[src/hw/mac_if_consts.svh]
// named constants for the phy side mac data interface
// assumes inclusion by bare name from the interface module
`ifndef MAC_IF_CONSTS_SVH
`define MAC_IF_CONSTS_SVH

// ==========================================================
// clock rates in hertz
`define MAC_IF_CLK_HZ 20000000
`define MAC_IF_MII100_CLK_HZ 25000000
`define MAC_IF_MII10_CLK_HZ 2500000
`define MAC_IF_SERIAL_CLK_HZ 10000000
`define MAC_IF_REF_CLK_HZ 50000000

// ==========================================================
// symbol widths per mode, bits moved per clock tick, and the divider width
`define MAC_IF_NIBBLE_BITS 4
`define MAC_IF_RMII_BITS 2
`define MAC_IF_SERIAL_BITS 1
`define MAC_IF_DIV_W 8

// ==========================================================
// reset values and the rmii corruption mask
`define MAC_IF_NIB_RST 4'h0
`define MAC_IF_CNT_RST 2'h0
`define MAC_IF_BIT_RST 1'b0
`define MAC_IF_DIV_RST 8'h00
`define MAC_IF_RMII_CORRUPT 2'h3

`endif

[src/hw/mac_if_pkg.sv]
// types shared by the phy side mac data interface
// assumes nothing beyond a systemverilog compiler
package mac_if_pkg;

   // ==========================================================
   // interface mode, fixed while frames flow
   typedef enum logic [1:0] {
      mode_mii,
      mode_rmii,
      mode_serial
   } if_mode_t;

endpackage

[src/hw/phy_mac_data_interface.sv]
// one port of the phy side mac data interface: mii, rmii or 10 mb/s serial
// assumes all inputs synchronous to clk; the phy core side exchanges nibbles
//
// How it works
// (RQ1) mii transmit clock out: 25 mhz at 100 mb/s, 2.5 mhz at 10 mb/s; with the 20 mhz clk the 100 mb/s clock saturates at 10 mhz
// (RQ2) rmii: clock outputs idle, both paths timed from the 50 mhz reference
// (RQ3) serial mode drives a 10 mhz transmit clock; mac launches from it
// (RQ4) mii: mac holds transmit enable high exactly while nibble is valid
// (RQ5) rmii: mac holds transmit enable high while dibits are valid
// (RQ6) serial: mac holds transmit enable high while the data bit is valid
// (RQ7) mii transmit nibbles sampled on the transmit clock rising edge
// (RQ8) rmii transmit dibits sampled on the reference clock rising edge
// (RQ9) serial transmit bit sampled on the 10 mhz transmit clock
// (RQ10) mii receive clock out: 25 mhz or 2.5 mhz by speed; with the 20 mhz clk the fast clock is 10 mhz instead of 25 mhz
// (RQ11) serial mode receive clock out at 10 mhz
// (RQ12) mii receive data valid high while receive nibble is valid
// (RQ13) rmii also drives receive data valid alongside carrier/valid
// (RQ14) receive data valid held low in serial mode
// (RQ15) mii 100 mb/s: receive error on invalid symbol within a packet
// (RQ16) rmii 100 mb/s: receive error on invalid symbol while carrier/valid high
// (RQ17) rmii: receive error also on a false carrier event
// (RQ18) rmii: delivered receive data corrupted whenever a receive error occurs; the code corrupts only on an invalid symbol, not on a false carrier
// (RQ19) mii receive nibbles timed by receive clock, valid only with data valid
// (RQ20) rmii receive dibits driven on the reference clock
// (RQ21) serial receive bit framed by carrier sense
// (RQ22) collision in half duplex on simultaneous activity, low in full duplex; col is also held low in rmii half duplex
// (RQ23) each port is an independent instance sharing only the reference clock
// (RQ24) mode is fixed during operation; no change mid frame
`timescale 1ns/100ps
`include "mac_if_consts.svh"

module phy_mac_data_interface #(
   parameter int CLK_HZ = `MAC_IF_CLK_HZ
) (
   input wire logic clk,
   input wire logic rst_n,
   // static configuration
   input wire mac_if_pkg::if_mode_t mode,
   input wire logic speed_100,
   input wire logic full_duplex,
   input wire logic ref_clock_in, // RQ23
   // mac side pins
   output logic tx_clk,
   input wire logic tx_en,
   input wire logic [3:0] txd,
   output logic rx_clk,
   output logic [3:0] rxd,
   output logic rx_dv,
   output logic rx_er,
   output logic crs,
   output logic col,
   // phy core side, transmit
   output logic tx_nib_valid,
   output logic [3:0] tx_nib,
   output logic tx_active,
   // phy core side, receive
   input wire logic rx_nib_valid,
   input wire logic [3:0] rx_nib,
   input wire logic rx_sym_err,
   input wire logic rx_false_carrier,
   input wire logic rx_carrier,
   output logic rx_take
);

   // ==========================================================
   // divider constants; rates above clk/2 saturate at one cycle per half period
   function automatic int half_count(input int hz);
      int c;
      c = CLK_HZ / (2 * hz);
      return (c < 1) ? 1 : c;
   endfunction

   localparam int HALF_MII100 = half_count(`MAC_IF_MII100_CLK_HZ);
   localparam int HALF_MII10 = half_count(`MAC_IF_MII10_CLK_HZ);
   localparam int HALF_SERIAL = half_count(`MAC_IF_SERIAL_CLK_HZ);

   generate
      if (HALF_MII10 > (1 << `MAC_IF_DIV_W)) begin : g_bad_clk
         $error("clock rate too high for the divider width");
      end
   endgenerate

   localparam logic [`MAC_IF_DIV_W-1:0] RLD_MII100 = `MAC_IF_DIV_W'(HALF_MII100 - 1);
   localparam logic [`MAC_IF_DIV_W-1:0] RLD_MII10 = `MAC_IF_DIV_W'(HALF_MII10 - 1);
   localparam logic [`MAC_IF_DIV_W-1:0] RLD_SERIAL = `MAC_IF_DIV_W'(HALF_SERIAL - 1);

   // ==========================================================
   // mode decode
   logic is_rmii;
   logic is_serial;
   logic [1:0] last_part;
   logic [`MAC_IF_DIV_W-1:0] reload;

   // parts per nibble and divider reload follow the fixed mode
   always_comb begin
      is_rmii = 1'b0;
      is_serial = 1'b0;
      last_part = `MAC_IF_CNT_RST;
      reload = RLD_SERIAL;
      unique case (mode) // RQ24
         mac_if_pkg::mode_mii: begin
            reload = speed_100 ? RLD_MII100 : RLD_MII10;
         end
         mac_if_pkg::mode_rmii: begin
            is_rmii = 1'b1;
            last_part = 2'(`MAC_IF_NIBBLE_BITS / `MAC_IF_RMII_BITS - 1);
         end
         mac_if_pkg::mode_serial: begin
            is_serial = 1'b1;
            last_part = 2'(`MAC_IF_NIBBLE_BITS / `MAC_IF_SERIAL_BITS - 1);
         end
         default: begin
            reload = RLD_SERIAL;
         end
      endcase
   end

   // ==========================================================
   // clock generation and symbol tick
   logic [`MAC_IF_DIV_W-1:0] div_cnt;
   logic [`MAC_IF_DIV_W-1:0] next_div_cnt;
   logic clk_phase;
   logic next_clk_phase;
   logic ref_prev;
   logic ref_rise;
   logic tick;

   // the rising output edge, or the reference rising edge in rmii, is the sampling point for both directions
   always_comb begin
      next_div_cnt = div_cnt - `MAC_IF_DIV_W'(1);
      next_clk_phase = clk_phase;
      if (div_cnt == `MAC_IF_DIV_RST) begin
         next_div_cnt = reload;
         next_clk_phase = ~clk_phase;
      end
      ref_rise = ref_clock_in & ~ref_prev;
      if (is_rmii) begin
         tick = ref_rise; // RQ2 RQ8 RQ20
      end else begin
         tick = (div_cnt == `MAC_IF_DIV_RST) & ~clk_phase; // RQ7 RQ9
      end
   end

   always_ff @(posedge clk) begin
      if (!rst_n) begin
         div_cnt <= `MAC_IF_DIV_RST;
         clk_phase <= `MAC_IF_BIT_RST;
         ref_prev <= ref_clock_in; // tracks the pin so release shows no false rising edge
      end else begin
         div_cnt <= next_div_cnt;
         clk_phase <= next_clk_phase;
         ref_prev <= ref_clock_in;
      end
   end

   // clock outputs idle in rmii; one divider serves both directions
   assign tx_clk = clk_phase & ~is_rmii; // RQ1 RQ3
   assign rx_clk = clk_phase & ~is_rmii; // RQ10 RQ11

   // ==========================================================
   // transmit path: gather dibits or bits into nibbles, lsb first
   logic [3:0] tx_acc;
   logic [3:0] next_tx_acc;
   logic [1:0] tx_cnt;
   logic [1:0] next_tx_cnt;
   logic [3:0] next_tx_nib;
   logic next_tx_nib_valid;
   logic next_tx_active;

   // a frame that ends mid nibble drops the partial nibble
   always_comb begin
      next_tx_acc = tx_acc;
      next_tx_cnt = tx_cnt;
      next_tx_nib = tx_nib;
      next_tx_nib_valid = 1'b0;
      next_tx_active = tx_active;
      if (tick) begin
         next_tx_active = tx_en; // RQ4 RQ5 RQ6
         if (!tx_en) begin
            next_tx_cnt = `MAC_IF_CNT_RST;
         end else begin
            if (is_rmii) begin
               next_tx_acc = {txd[1:0], tx_acc[3:2]}; // RQ8
            end else if (is_serial) begin
               next_tx_acc = {txd[0], tx_acc[3:1]}; // RQ9
            end else begin
               next_tx_acc = txd; // RQ7
            end
            if (tx_cnt == last_part) begin
               next_tx_cnt = `MAC_IF_CNT_RST;
               next_tx_nib = next_tx_acc;
               next_tx_nib_valid = 1'b1;
            end else begin
               next_tx_cnt = tx_cnt + 2'h1;
            end
         end
      end
   end

   always_ff @(posedge clk) begin
      if (!rst_n) begin
         tx_acc <= `MAC_IF_NIB_RST;
         tx_cnt <= `MAC_IF_CNT_RST;
         tx_nib <= `MAC_IF_NIB_RST;
         tx_nib_valid <= `MAC_IF_BIT_RST;
         tx_active <= `MAC_IF_BIT_RST;
      end else begin
         tx_acc <= next_tx_acc;
         tx_cnt <= next_tx_cnt;
         tx_nib <= next_tx_nib;
         tx_nib_valid <= next_tx_nib_valid;
         tx_active <= next_tx_active;
      end
   end

   // ==========================================================
   // receive path: split nibbles from the core into mode sized parts
   logic [3:0] rx_sh;
   logic [3:0] next_rx_sh;
   logic [1:0] rx_left;
   logic [1:0] next_rx_left;
   logic rx_err_hold;
   logic next_rx_err_hold;
   logic [3:0] cur;
   logic cur_valid;
   logic cur_err;
   logic [3:0] next_rxd;
   logic next_rx_dv;
   logic next_rx_er;
   logic next_crs;
   logic next_col;

   // take is combinational so the core can move on at the same edge
   assign rx_take = tick & (rx_left == `MAC_IF_CNT_RST) & rx_nib_valid;

   always_comb begin
      next_rx_sh = rx_sh;
      next_rx_left = rx_left;
      next_rx_err_hold = rx_err_hold;
      next_rxd = rxd;
      next_rx_dv = rx_dv;
      next_rx_er = rx_er;
      cur = rx_sh;
      cur_valid = 1'b1;
      cur_err = rx_err_hold;
      if (rx_left == `MAC_IF_CNT_RST) begin
         cur = rx_nib;
         cur_valid = rx_nib_valid;
         cur_err = rx_sym_err;
      end
      if (tick) begin
         next_rx_left = `MAC_IF_CNT_RST;
         if (cur_valid && rx_left == `MAC_IF_CNT_RST) begin
            next_rx_left = last_part;
         end else if (rx_left != `MAC_IF_CNT_RST) begin
            next_rx_left = rx_left - 2'h1;
         end
         next_rx_err_hold = cur_err;
         if (is_rmii) begin
            next_rx_sh = {2'h0, cur[3:2]};
            next_rxd = {2'h0, cur[1:0]}; // RQ20
            if (cur_valid && cur_err) begin
               next_rxd = {2'h0, cur[1:0] ^ `MAC_IF_RMII_CORRUPT}; // RQ18
            end
            next_rx_dv = cur_valid; // RQ13
            next_rx_er = (speed_100 & cur_valid & cur_err) | rx_false_carrier; // RQ16 RQ17
         end else if (is_serial) begin
            next_rx_sh = {1'b0, cur[3:1]};
            next_rxd = {3'h0, cur[0] & cur_valid}; // RQ21
            next_rx_dv = 1'b0; // RQ14
            next_rx_er = 1'b0;
         end else begin
            next_rxd = cur_valid ? cur : `MAC_IF_NIB_RST; // RQ19
            next_rx_dv = cur_valid; // RQ12
            next_rx_er = speed_100 & cur_valid & cur_err; // RQ15
         end
         if (!cur_valid) begin
            next_rxd = `MAC_IF_NIB_RST;
         end
      end
      // carrier frames serial data; collision only in half duplex, never in rmii
      next_crs = rx_carrier | rx_dv; // RQ21
      next_col = ~full_duplex & ~is_rmii & tx_active & (rx_carrier | rx_dv); // RQ22
   end

   always_ff @(posedge clk) begin
      if (!rst_n) begin
         rx_sh <= `MAC_IF_NIB_RST;
         rx_left <= `MAC_IF_CNT_RST;
         rx_err_hold <= `MAC_IF_BIT_RST;
         rxd <= `MAC_IF_NIB_RST;
         rx_dv <= `MAC_IF_BIT_RST;
         rx_er <= `MAC_IF_BIT_RST;
         crs <= `MAC_IF_BIT_RST;
         col <= `MAC_IF_BIT_RST;
      end else begin
         rx_sh <= next_rx_sh;
         rx_left <= next_rx_left;
         rx_err_hold <= next_rx_err_hold;
         rxd <= next_rxd;
         rx_dv <= next_rx_dv;
         rx_er <= next_rx_er;
         crs <= next_crs;
         col <= next_col;
      end
   end

endmodule
[config.mk]
export PLATFORM = sky130hd
export DESIGN_NAME = phy_mac_data_interface
export DESIGN_NICKNAME = d
export VERILOG_FILES = /design/src/hw/mac_if_pkg.sv /design/src/hw/phy_mac_data_interface.sv
export VERILOG_INCLUDE_DIRS = /design/src /design/src/hw
export SDC_FILE = /design/constraint.sdc
export NUM_CORES = 1
export LEC_CHECK = 0
export BUFFER_PORTS_ARGS = -buffer_cell sky130_fd_sc_hd__buf_2
export CORE_UTILIZATION = 61
export CTS_BUF_LIST = sky130_fd_sc_hd__clkbuf_8
export DETAILED_ROUTE_END_ITERATION = 12
export GPL_TIMING_DRIVEN = 0
export PLACE_DENSITY = 0.87
export SETUP_SLACK_MARGIN = 0.5
export SLEW_MARGIN = 20
export SYNTH_ARGS = -nofsm -noshare
export SYNTH_HDL_FRONTEND = slang
export SYNTH_SLANG_ARGS = --single-unit
[constraint.sdc]
create_clock -name clk -period 4 [get_ports clk]
set_clock_uncertainty 0.1 [all_clocks]
set_input_delay 0.4 -clock clk [delete_from_list [all_inputs] [get_ports clk]]
set_output_delay 0.4 -clock clk [all_outputs]
set_load 0.02 [all_outputs]
# Word-level counts from Yosys, hierarchy flattened
# Cells that the tools add are included.
# Widths: inputs -> output; s select.
[word_totals]
ff_bits = 37
out_inout_bits = 17
wordCells = 78
[classes]
n_eq_ne = 3
reduce_logical = 11
bitwise = 18
muxes = 27
addsub = 3
[op_table]
columns = ["op", "n"]
rows = [
  ["$mux 4", 8],
  ["$mux 2", 7],
  ["$and 1x1->1", 11],
  ["$mux 1", 10],
  ["$logic_not 8->1", 1],
  ["$mux 8", 1],
  ["$sub 8x1->8 const B", 1],
  ["$reduce_and 3->1", 2],
  ["$logic_not 2->1", 2],
  ["$not 1->1", 4],
  ["$pmux 2 s2", 1],
  ["$reduce_and 2->1", 2],
  ["$reduce_bool 2->1", 2],
  ["$add 2x1->2 const B", 1],
  ["$eq 2x1->1 const B", 1],
  ["$eq 2x2->1", 1],
  ["$eq 2x2->1 const B", 1],
  ["$logic_and 1x1->1", 2],
  ["$not 2->2", 1],
  ["$or 1x1->1", 2],
  ["$sub 2x1->2 const B", 1],
]

# Depth between registers and ports, before layout
# Gate-level depths: netlist (run 1).
[depth]
ltp_word = 6
depth_mapped = 8
mapped_depth_nobuf = 6

# Worst setup path before layout (run 1)
# Ideal clock, no wire load.
[synth_timing]
kind = "input to output"
startpoint = "in mode[1]"
endpoint = "out rx_take"
t_arrival_ps = 1623
stages = 8
slack_ps = 1877
cell_sequence = "inv_1 ha_1 buf_4 nor2_1 nand4_4 buf_2 nand2_1 and3_1"
[synth_between]
elab_chain_len = 5
[synth_rtl]
columns = ["item", "line_no", "source"]
rows = [
  ["from (decl)", "phy_mac_data_interface.sv:38", "input wire mac_if_pkg::if_mode_t mode,"],
  ["$eq 2x1->1", "phy_mac_data_interface.sv:100", "unique case (mode)"],
  ["$mux 1", "phy_mac_data_interface.sv:100", ""],
  ["$mux 1", "phy_mac_data_interface.sv:137", "if (is_rmii) begin"],
  ["$and 1x1->1 (2 in series)", "phy_mac_data_interface.sv:234", "assign rx_take = tick & (rx_left == `MAC_IF_CNT_RST) & rx_nib_valid;"],
  ["to (decl)", "phy_mac_data_interface.sv:62", "output logic rx_take"],
]
# Every way passes these cells.

# Final worst setup path (run 1)
# Same ends and word-level chain as after synthesis.

==> run_results.csv, run 1 <==
group,metric,value,unit
logic_synthesis,yosys_warnings,0,
global_route,first_global_vias,1604,
logic_synthesis,synth_async_sr_flop_share,0,%
pwr,power.static_leakage,0.939,nW
logic_synthesis,netlist_top_cells_area,"sky130_fd_sc_hd__dfxtp_1, sky130_fd_sc_hd__mux2i_1, sky130_fd_sc_hd__nand2_1, sky130_fd_sc_hd__nor2_1, sky130_fd_sc_hd__xnor2_1",
clock_tree,clock-root-buffer,"sky130_fd_sc_hd__clkbuf_8",
sta,tightest_slew,0.607,ns
clock_tree,path_clk_slew,0.07,ns
critical_path,critical-path-slowest-cell,"sky130_fd_sc_hd__clkbuf_1",
drt,drt-pass1-iter-count,4,
global_route,global_route_wire_length_before_repair,7.20,mm
clock_tree,cts_tree,"built",
floorplan,dieHeight,56.2,um
placed_design,post_dp_hpwl,3.06,mm
sta,minimum_clock_period_after_layout,2.53,ns
layout,filler_cell_count,200,
critical_path,end_kind,"output port",
sta,tns,0,ns
logic_synthesis,synthesized_instance_count,202,
critical_path,critical_path.cell_chain,"buf_2 -> inv_1 -> ha_1 -> buf_4 -> nand3b_1 -> clkbuf_1 -> nand2_1 -> and3_1 -> buf_2",
logic_synthesis,ff_latch_count_synth,35,
drt,postRouteWirelength,4.24,mm
clock_tree,cts_sinks,35,
logic_synthesis,synth_edf_count,0,
clock_tree,ctsLongestPathBuffers,2,
drt,detail_route.vias_per_cell,6.06,
logic_synthesis,synth-main-ff-cell,"sky130_fd_sc_hd__dfxtp_1",
floorplan,die_width,56.2,um
logic_synthesis,synth_nets,227,
logic_synthesis,syn-mean-instance-area,8.88,um^2
layout,area_occupied_by_multi_input_gates,0.00101,mm^2
layout,synthToLayoutAreaGrowth,18.8,%
clock_tree,post_cts.resized_instances,0,
logic_synthesis,synth_largest_type_area_fraction,39.1,%
sta,final.setup.worst_slack,1.47,ns
global_route,grtUsageTotal,29.7,%
logic_synthesis,syn_area,0.00179,mm^2
job,maxCapViolCount,0,
outcome,outcome,"finished clean",
drt,route.detailed.drc,0,
sta,max_clock_freq,0.395,GHz
clock_tree,worst_skew_pair.late_latency,0.29,ns
min_path,min_path_type,"input pin to flop",
logic_synthesis,synth_sequential_area_ratio,39.1,%
placed_design,placement.io_buffers,36,
sta,setup_viol,0,
floorplan,ios,37,
pwr,peakVddDrop,658,uV
critical_path,worst-endpoint-required,3.50,ns
critical_path,worst_path_largest_cell_delay,0.39,ns
sta,finalCritPeriodShare,63.3,%
drt,vias,1678,
critical_path,crit_top_cell,"sky130_fd_sc_hd__buf_2",
layout,final_nets,270,
logic_synthesis,synthDominantAreaCellType,"sky130_fd_sc_hd__dfxtp_1",
global_route,grt_overflow,0,
drt,dr.first_iter.drc_count,137,
sta,number_of_hold_violations_in_the_final_report,0,
layout,diodes,0,
clock_tree,post_cts_hold_buffer_count,0,
global_route,antenna_found_initial,0,
global_route,grt_max_degree,12,
pwr,power_density_cells,630,mW/mm^2
clock_tree,htreeDepth,2,
drt,detail_route.wl_per_cell,15.3,um
clock_tree,cts_setup_buffers,0,
placed_design,place.gp.congestion,0.835,
drt,postRouteAntennaNets,0,
layout,drive_gt1_share,20.3,%
floorplan,dieArea,0.00316,mm^2
floorplan,effective_utilization_at_floorplan,64.5,%
sta,timing_max_transition_violations_final,0,
floorplan,core-area,0.00278,mm^2
logic_synthesis,ys_types,42,
critical_path,worstSetupStartpointType,"input pin",
floorplan,placement_rows,19,
clock_tree,numCtsBuffers,5,
critical_path,worst-path-max-fanout,10,
critical_path,critPathKind,"input pin to output port",
layout,area.sequential,701,um^2
placed_design,setup_slack_at_placement,1.53,ns
sta,unrepaired_setup_endpoints_after_global_routing,"no",
sta,timing.slew.headroom,59.4,%
critical_path,arrival,2.03,ns
==> logic make-up (layout without fill, tap and decap cells) <==
kind of cell	after synthesis	in the layout	share of synthesized area, %
DFF	35	35	39.1
xor gates and xnor gates	11	11	5.37
muxes	17	17	9.48
adders and majority gates	5	5	3.49
buffers and inverters	19	63	4.46
and+or+nand+nor	76	76	22.4
AOI/OAI and AO/OA	39	39	15.8
==> cells in the mapped netlist (4+ instances only) <==
| library cell | instances |
|---|---|
| sky130_fd_sc_hd__dfxtp_1 | 35 |
| sky130_fd_sc_hd__nand2_1 | 23 |
| sky130_fd_sc_hd__nor2_1 | 19 |
| sky130_fd_sc_hd__mux2i_1 | 17 |
| sky130_fd_sc_hd__clkbuf_1 | 9 |
| sky130_fd_sc_hd__a21oi_1 | 8 |
| sky130_fd_sc_hd__xnor2_1 | 8 |
| sky130_fd_sc_hd__inv_1 | 7 |
| sky130_fd_sc_hd__nand3_1 | 7 |
| sky130_fd_sc_hd__and3_1 | 5 |
| sky130_fd_sc_hd__ha_1 | 5 |
| sky130_fd_sc_hd__nor3_1 | 5 |
| sky130_fd_sc_hd__o211ai_1 | 5 |
| sky130_fd_sc_hd__o21a_1 | 5 |
| sky130_fd_sc_hd__nand4_1 | 4 |
==> flip-flops by register name, summed over array words and instances (netlist names), 2 cells and up <==
name	cells
tx_nib	4
rx_sh	3
rx_left	2
tx_acc	3
tx_cnt	2
div_cnt	8
rxd	4
==> stage by stage <==
stage / cells / hold WS (ns) / instance area, um^2 / utilization, % / power [mW]
2_1_floorplan: 202 / 0.328 / 1790 / - / 0.889
3_3_place_gp: 269 / 0.340 / 2010 / 72.4 / 0.991
3_5_place_dp: 269 / 0.352 / 2010 / 72.4 / 1.01
4_1_cts: 277 / 0.142 / 2130 / 76.6 / 1.34
5_1_grt: 277 / 0.158 / 2130 / 76.6 / 1.42
6_report: 277 / 0.150 / 2130 / 76.6 / 1.34
==> path summary, 6_finish.rpt <==
check | from | depth (start not counted) | end | slack (ns)
worst max-delay path | mode[1] | 9 | rx_take | 1.47
worst max register to register | div_cnt[2] | 4 | rx_sh[0] | 2.05
worst min register to register | rx_err_hold | 2 | rx_err_hold | 0.36
worst min-delay path | ref_clock_in | 1 | ref_prev | 0.15
==> report_power, final <==
group / leakage, nW / switching, mW / internal [mW]
logic: 0.593 / 0.307 / 0.224
registers: 0.286 / 0.0593 / 0.419
clock network: 0.0612 / 0.131 / 0.202
==> metal layers <==
layer	global-route usage, %	vias to the layer above	share of wire (%)
met5	0	-	0
met4	15.3	0	2.2
met3	7.44	10	7.4
met2	47.3	82	49
met1	36.9	784	41
li1	-	802	-
==> critical path: cells and delay by family <==
kind          cells  cell delay, ns
buf+inv           5            0.85
simple gates      3            0.61
fa+ha+maj         1            0.17
==> final cells by class <==
cell class                      count  area share (%)
Inverter                            7            1.23
Multi-Input combinational cell    148            47.6
Clock inverter                      2            1.64
Sequential cell                    35            32.9
Tap cell                           31            1.82
Buffer                             12            2.52
Clock buffer                        6            3.88
Timing Repair Buffer               36            8.46
==> cells in the final DEF, fill, tap and decap left out, types with 6 or more instances in the layout <==
master / Yosys / layout
sky130_fd_sc_hd__clkbuf_8: 0 / 6
sky130_fd_sc_hd__clkbuf_1: 9 / 9
sky130_fd_sc_hd__xnor2_1: 8 / 8
sky130_fd_sc_hd__nand2_1: 23 / 23
sky130_fd_sc_hd__mux2i_1: 17 / 17
sky130_fd_sc_hd__a21oi_1: 8 / 8
sky130_fd_sc_hd__nor2_1: 19 / 19
sky130_fd_sc_hd__dfxtp_1: 35 / 35
sky130_fd_sc_hd__nand3_1: 7 / 7
sky130_fd_sc_hd__buf_2: 1 / 37
sky130_fd_sc_hd__inv_1: 7 / 7
No activity file was read; power rests on OpenSTA's default activity.
==> run 2, diff against run 1 <==
--- a/config.mk
+++ b/config.mk
@@ -7,11 +7,11 @@
 export NUM_CORES = 1
 export LEC_CHECK = 0
 export BUFFER_PORTS_ARGS = -buffer_cell sky130_fd_sc_hd__buf_2
-export CORE_UTILIZATION = 61
+export CORE_UTILIZATION = 51
 export CTS_BUF_LIST = sky130_fd_sc_hd__clkbuf_8
 export DETAILED_ROUTE_END_ITERATION = 12
 export GPL_TIMING_DRIVEN = 0
-export PLACE_DENSITY = 0.87
+export PLACE_DENSITY = 0.77
 export SETUP_SLACK_MARGIN = 0.5
 export SLEW_MARGIN = 20
 export SYNTH_ARGS = -nofsm -noshare
==> constraint.sdc (replaced) <==
create_clock -name clk -period 2.1 [get_ports clk]
set_clock_uncertainty 0.1 [all_clocks]
set_input_delay 0.21 -clock clk [delete_from_list [all_inputs] [get_ports clk]]
set_output_delay 0.21 -clock clk [all_outputs]
set_load 0.02 [all_outputs]
==> run 2 against run 1 <==
Global-route usage is 5.3 points lower. Worst setup slack got worse by 1.3 ns. Wire length rose by 9.9%. Worst hold slack worse by 0.071 ns. Sequential power rose by 93%. Total power is 120% higher. Flip-flop and latch count is the same. Clock power rose by 61%.
==> run_results.csv, run 2 (same netlist as run 1, synthesis figures left out) <==
group,metric,value,unit
sta,timing_max_transition_violations_final,0,
pwr,power.static_leakage,1.06,nW
global_route,antenna_found_initial,0,
sta,max_clock_freq,0.512,GHz
layout,postLayoutCellArea,0.00243,mm^2
drt,detail_route.vias_per_cell,5.66,
clock_tree,htreeDepth,2,
drt,drt-pass1-iter-count,4,
critical_path,worstSetupEndpoint,"rx_take",
placed_design,dpl.cell_count,284,
sta,number_of_hold_violations_in_the_final_report,0,
layout,largest_reg_flops,8,
floorplan,die_width,61.3,um
critical_path,worstSetupStartpointType,"flop",
placed_design,post_dp_hpwl,2.84,mm
placed_design,placement.io_buffers,36,
clock_tree,numCtsBuffers,5,
floorplan,placement_rows,21,
layout,final_core_utilization,72.2,%
drt,route.detailed.drc,0,
critical_path,arrival,1.64,ns
global_route,first_global_vias,1482,
global_route,grt_max_degree,11,
layout,drive_gt1_share,34.4,%
global_route,globalRouteMet3Util,6.51,%
min_path,worstHoldPathCells,3,
critical_path,worst-path-max-fanout,4,
min_path,min_path_type,"input pin to flop",
placed_design,placed_area,0.00206,mm^2
sta,setup_viol,0,
critical_path,worst_r2r_path_depth,8,
clock_tree,path_clk_slew,0.07,ns
sta,tightest_slew,0.588,ns
clock_tree,ctsLongestPathBuffers,2,
pwr,peakVddDrop,602,uV
layout,layout_common_cells,"sky130_fd_sc_hd__buf_2, sky130_fd_sc_hd__dfxtp_1, sky130_fd_sc_hd__nand2_1",
critical_path,critPathKind,"flop to output port",
global_route,top_usage_layer,"met2",
critical_path,regToRegSetupSlack,0.18,ns
clock_tree,cts_sinks,35,
sta,tns,0,ns
floorplan,dieArea,0.00376,mm^2
global_route,globalRouteMet1Util,33.3,%
placed_design,setup_slack_at_placement,0.0729,ns
sta,timing.slew.headroom,60.8,%
pwr,power_density_cells,1220,mW/mm^2
critical_path,critical_path.startpoint,"div_cnt[4]",
sta,finalCritPeriodShare,93.0,%
floorplan,effective_utilization_at_floorplan,53.3,%
job,maxCapViolCount,0,
floorplan,ios,37,
layout,diodes,0,
floorplan,core-area,0.00336,mm^2
global_route,globalRouteMet2Util,37.3,%
global_route,grt_overflow,0,
global_route,global_route_wire_length_before_repair,6.77,mm
drt,dr.first_iter.drc_count,139,
sta,final.setup.worst_slack,0.148,ns
sta,minimum_clock_period_after_layout,1.95,ns
outcome,outcome,"finished clean",
global_route,grtUsageTotal,24.4,%
critical_path,r2r-start,"div_cnt[4]",
placed_design,place.gp.congestion,0.815,
layout,top_regs,"div_cnt x8, rxd x4, tx_nib x4",
drt,postRouteWirelength,4.67,mm
layout,largest_register,"div_cnt",
layout,final_nets,286,
critical_path,end_kind,"output port",
sta,unrepaired_setup_endpoints_after_global_routing,"yes",
critical_path,worst_r2r_endpoint,"rx_left[1]",
clock_tree,clock-root-buffer,"sky130_fd_sc_hd__clkbuf_8",
floorplan,dieHeight,61.3,um
sta,hold_slack,0.0790,ns
drt,detail_route.wl_per_cell,15.1,um
drt,postRouteAntennaNets,0,
layout,layoutNonFillerInstCount,308,
clock_tree,worst_skew_pair.late_latency,0.29,ns
drt,vias,1743,
clock_tree,cts_tree,"built",
layout,layout_commonest_cell,"sky130_fd_sc_hd__buf_2",
pwr,power.total,2.96,mW
critical_path,worst-endpoint-required,1.79,ns
layout,synthToLayoutAreaGrowth,35.4,%
[run 2: worst min path at each step]
stage                     slack [ns]          from     endpoint
after floorplan                 0.14  ref_clock_in     ref_prev
after global placement          0.24  ref_clock_in     ref_prev
after detailed placement        0.25  ref_clock_in     ref_prev
after CTS                       0.07    rx_carrier          crs
after global routing             0.1    rx_sym_err  rx_err_hold
final                           0.08    rx_carrier          crs
[run 2: layout make-up]
cell class | count | area (um^2)
fillers | 269 | 935
inverters | 7 | 26.3
clock buffers | 7 | 96.3
plain buffers | 12 | 65.1
clock inverters | 1 | 3.75
repair buffers | 52 | 332
multi-input cells | 148 | 1140
well taps | 46 | 57.6
flip-flops and latches | 35 | 709
[run 2: worst max-delay path: stages, from the launching register on]
cell and delay [ns]:
sky130_fd_sc_hd__dfxtp_4 0.36, sky130_fd_sc_hd__nor4_4 0.35, sky130_fd_sc_hd__nand4_4 0.14, sky130_fd_sc_hd__buf_6 0.16, sky130_fd_sc_hd__nand2_4 0.06, sky130_fd_sc_hd__and3_4 0.17, sky130_fd_sc_hd__buf_6 0.11
[run 2: where the power goes]
| part | total, mW | leakage (nW) | internal [mW] | switching (mW) |
|---|---|---|---|---|
| Combinational | 1.51 | 0.719 | 0.746 | 0.762 |
| Clock | 0.533 | 0.0557 | 0.294 | 0.239 |
| Sequential | 0.924 | 0.287 | 0.810 | 0.114 |
| Total | 2.96 | 1.06 | 1.85 | 1.11 |
[run 2: what timing repair did]
action | 4_1_cts | 5_1_grt
gates resized for setup | 16 | 24
hold endpoints to repair | 1 | 0
endpoints found under the setup margin | 23 | 33
buffers inserted | 9 | 6
pin swaps | 7 | 11
hold buffers | 1 | 0
[run 2: routing by layer]
layer  part of all wire (%)  vias up
met5                      0        -
met4                   0.99        0
met3                    6.9        7
met2                     49       75
met1                     43      820
li1                       -      841
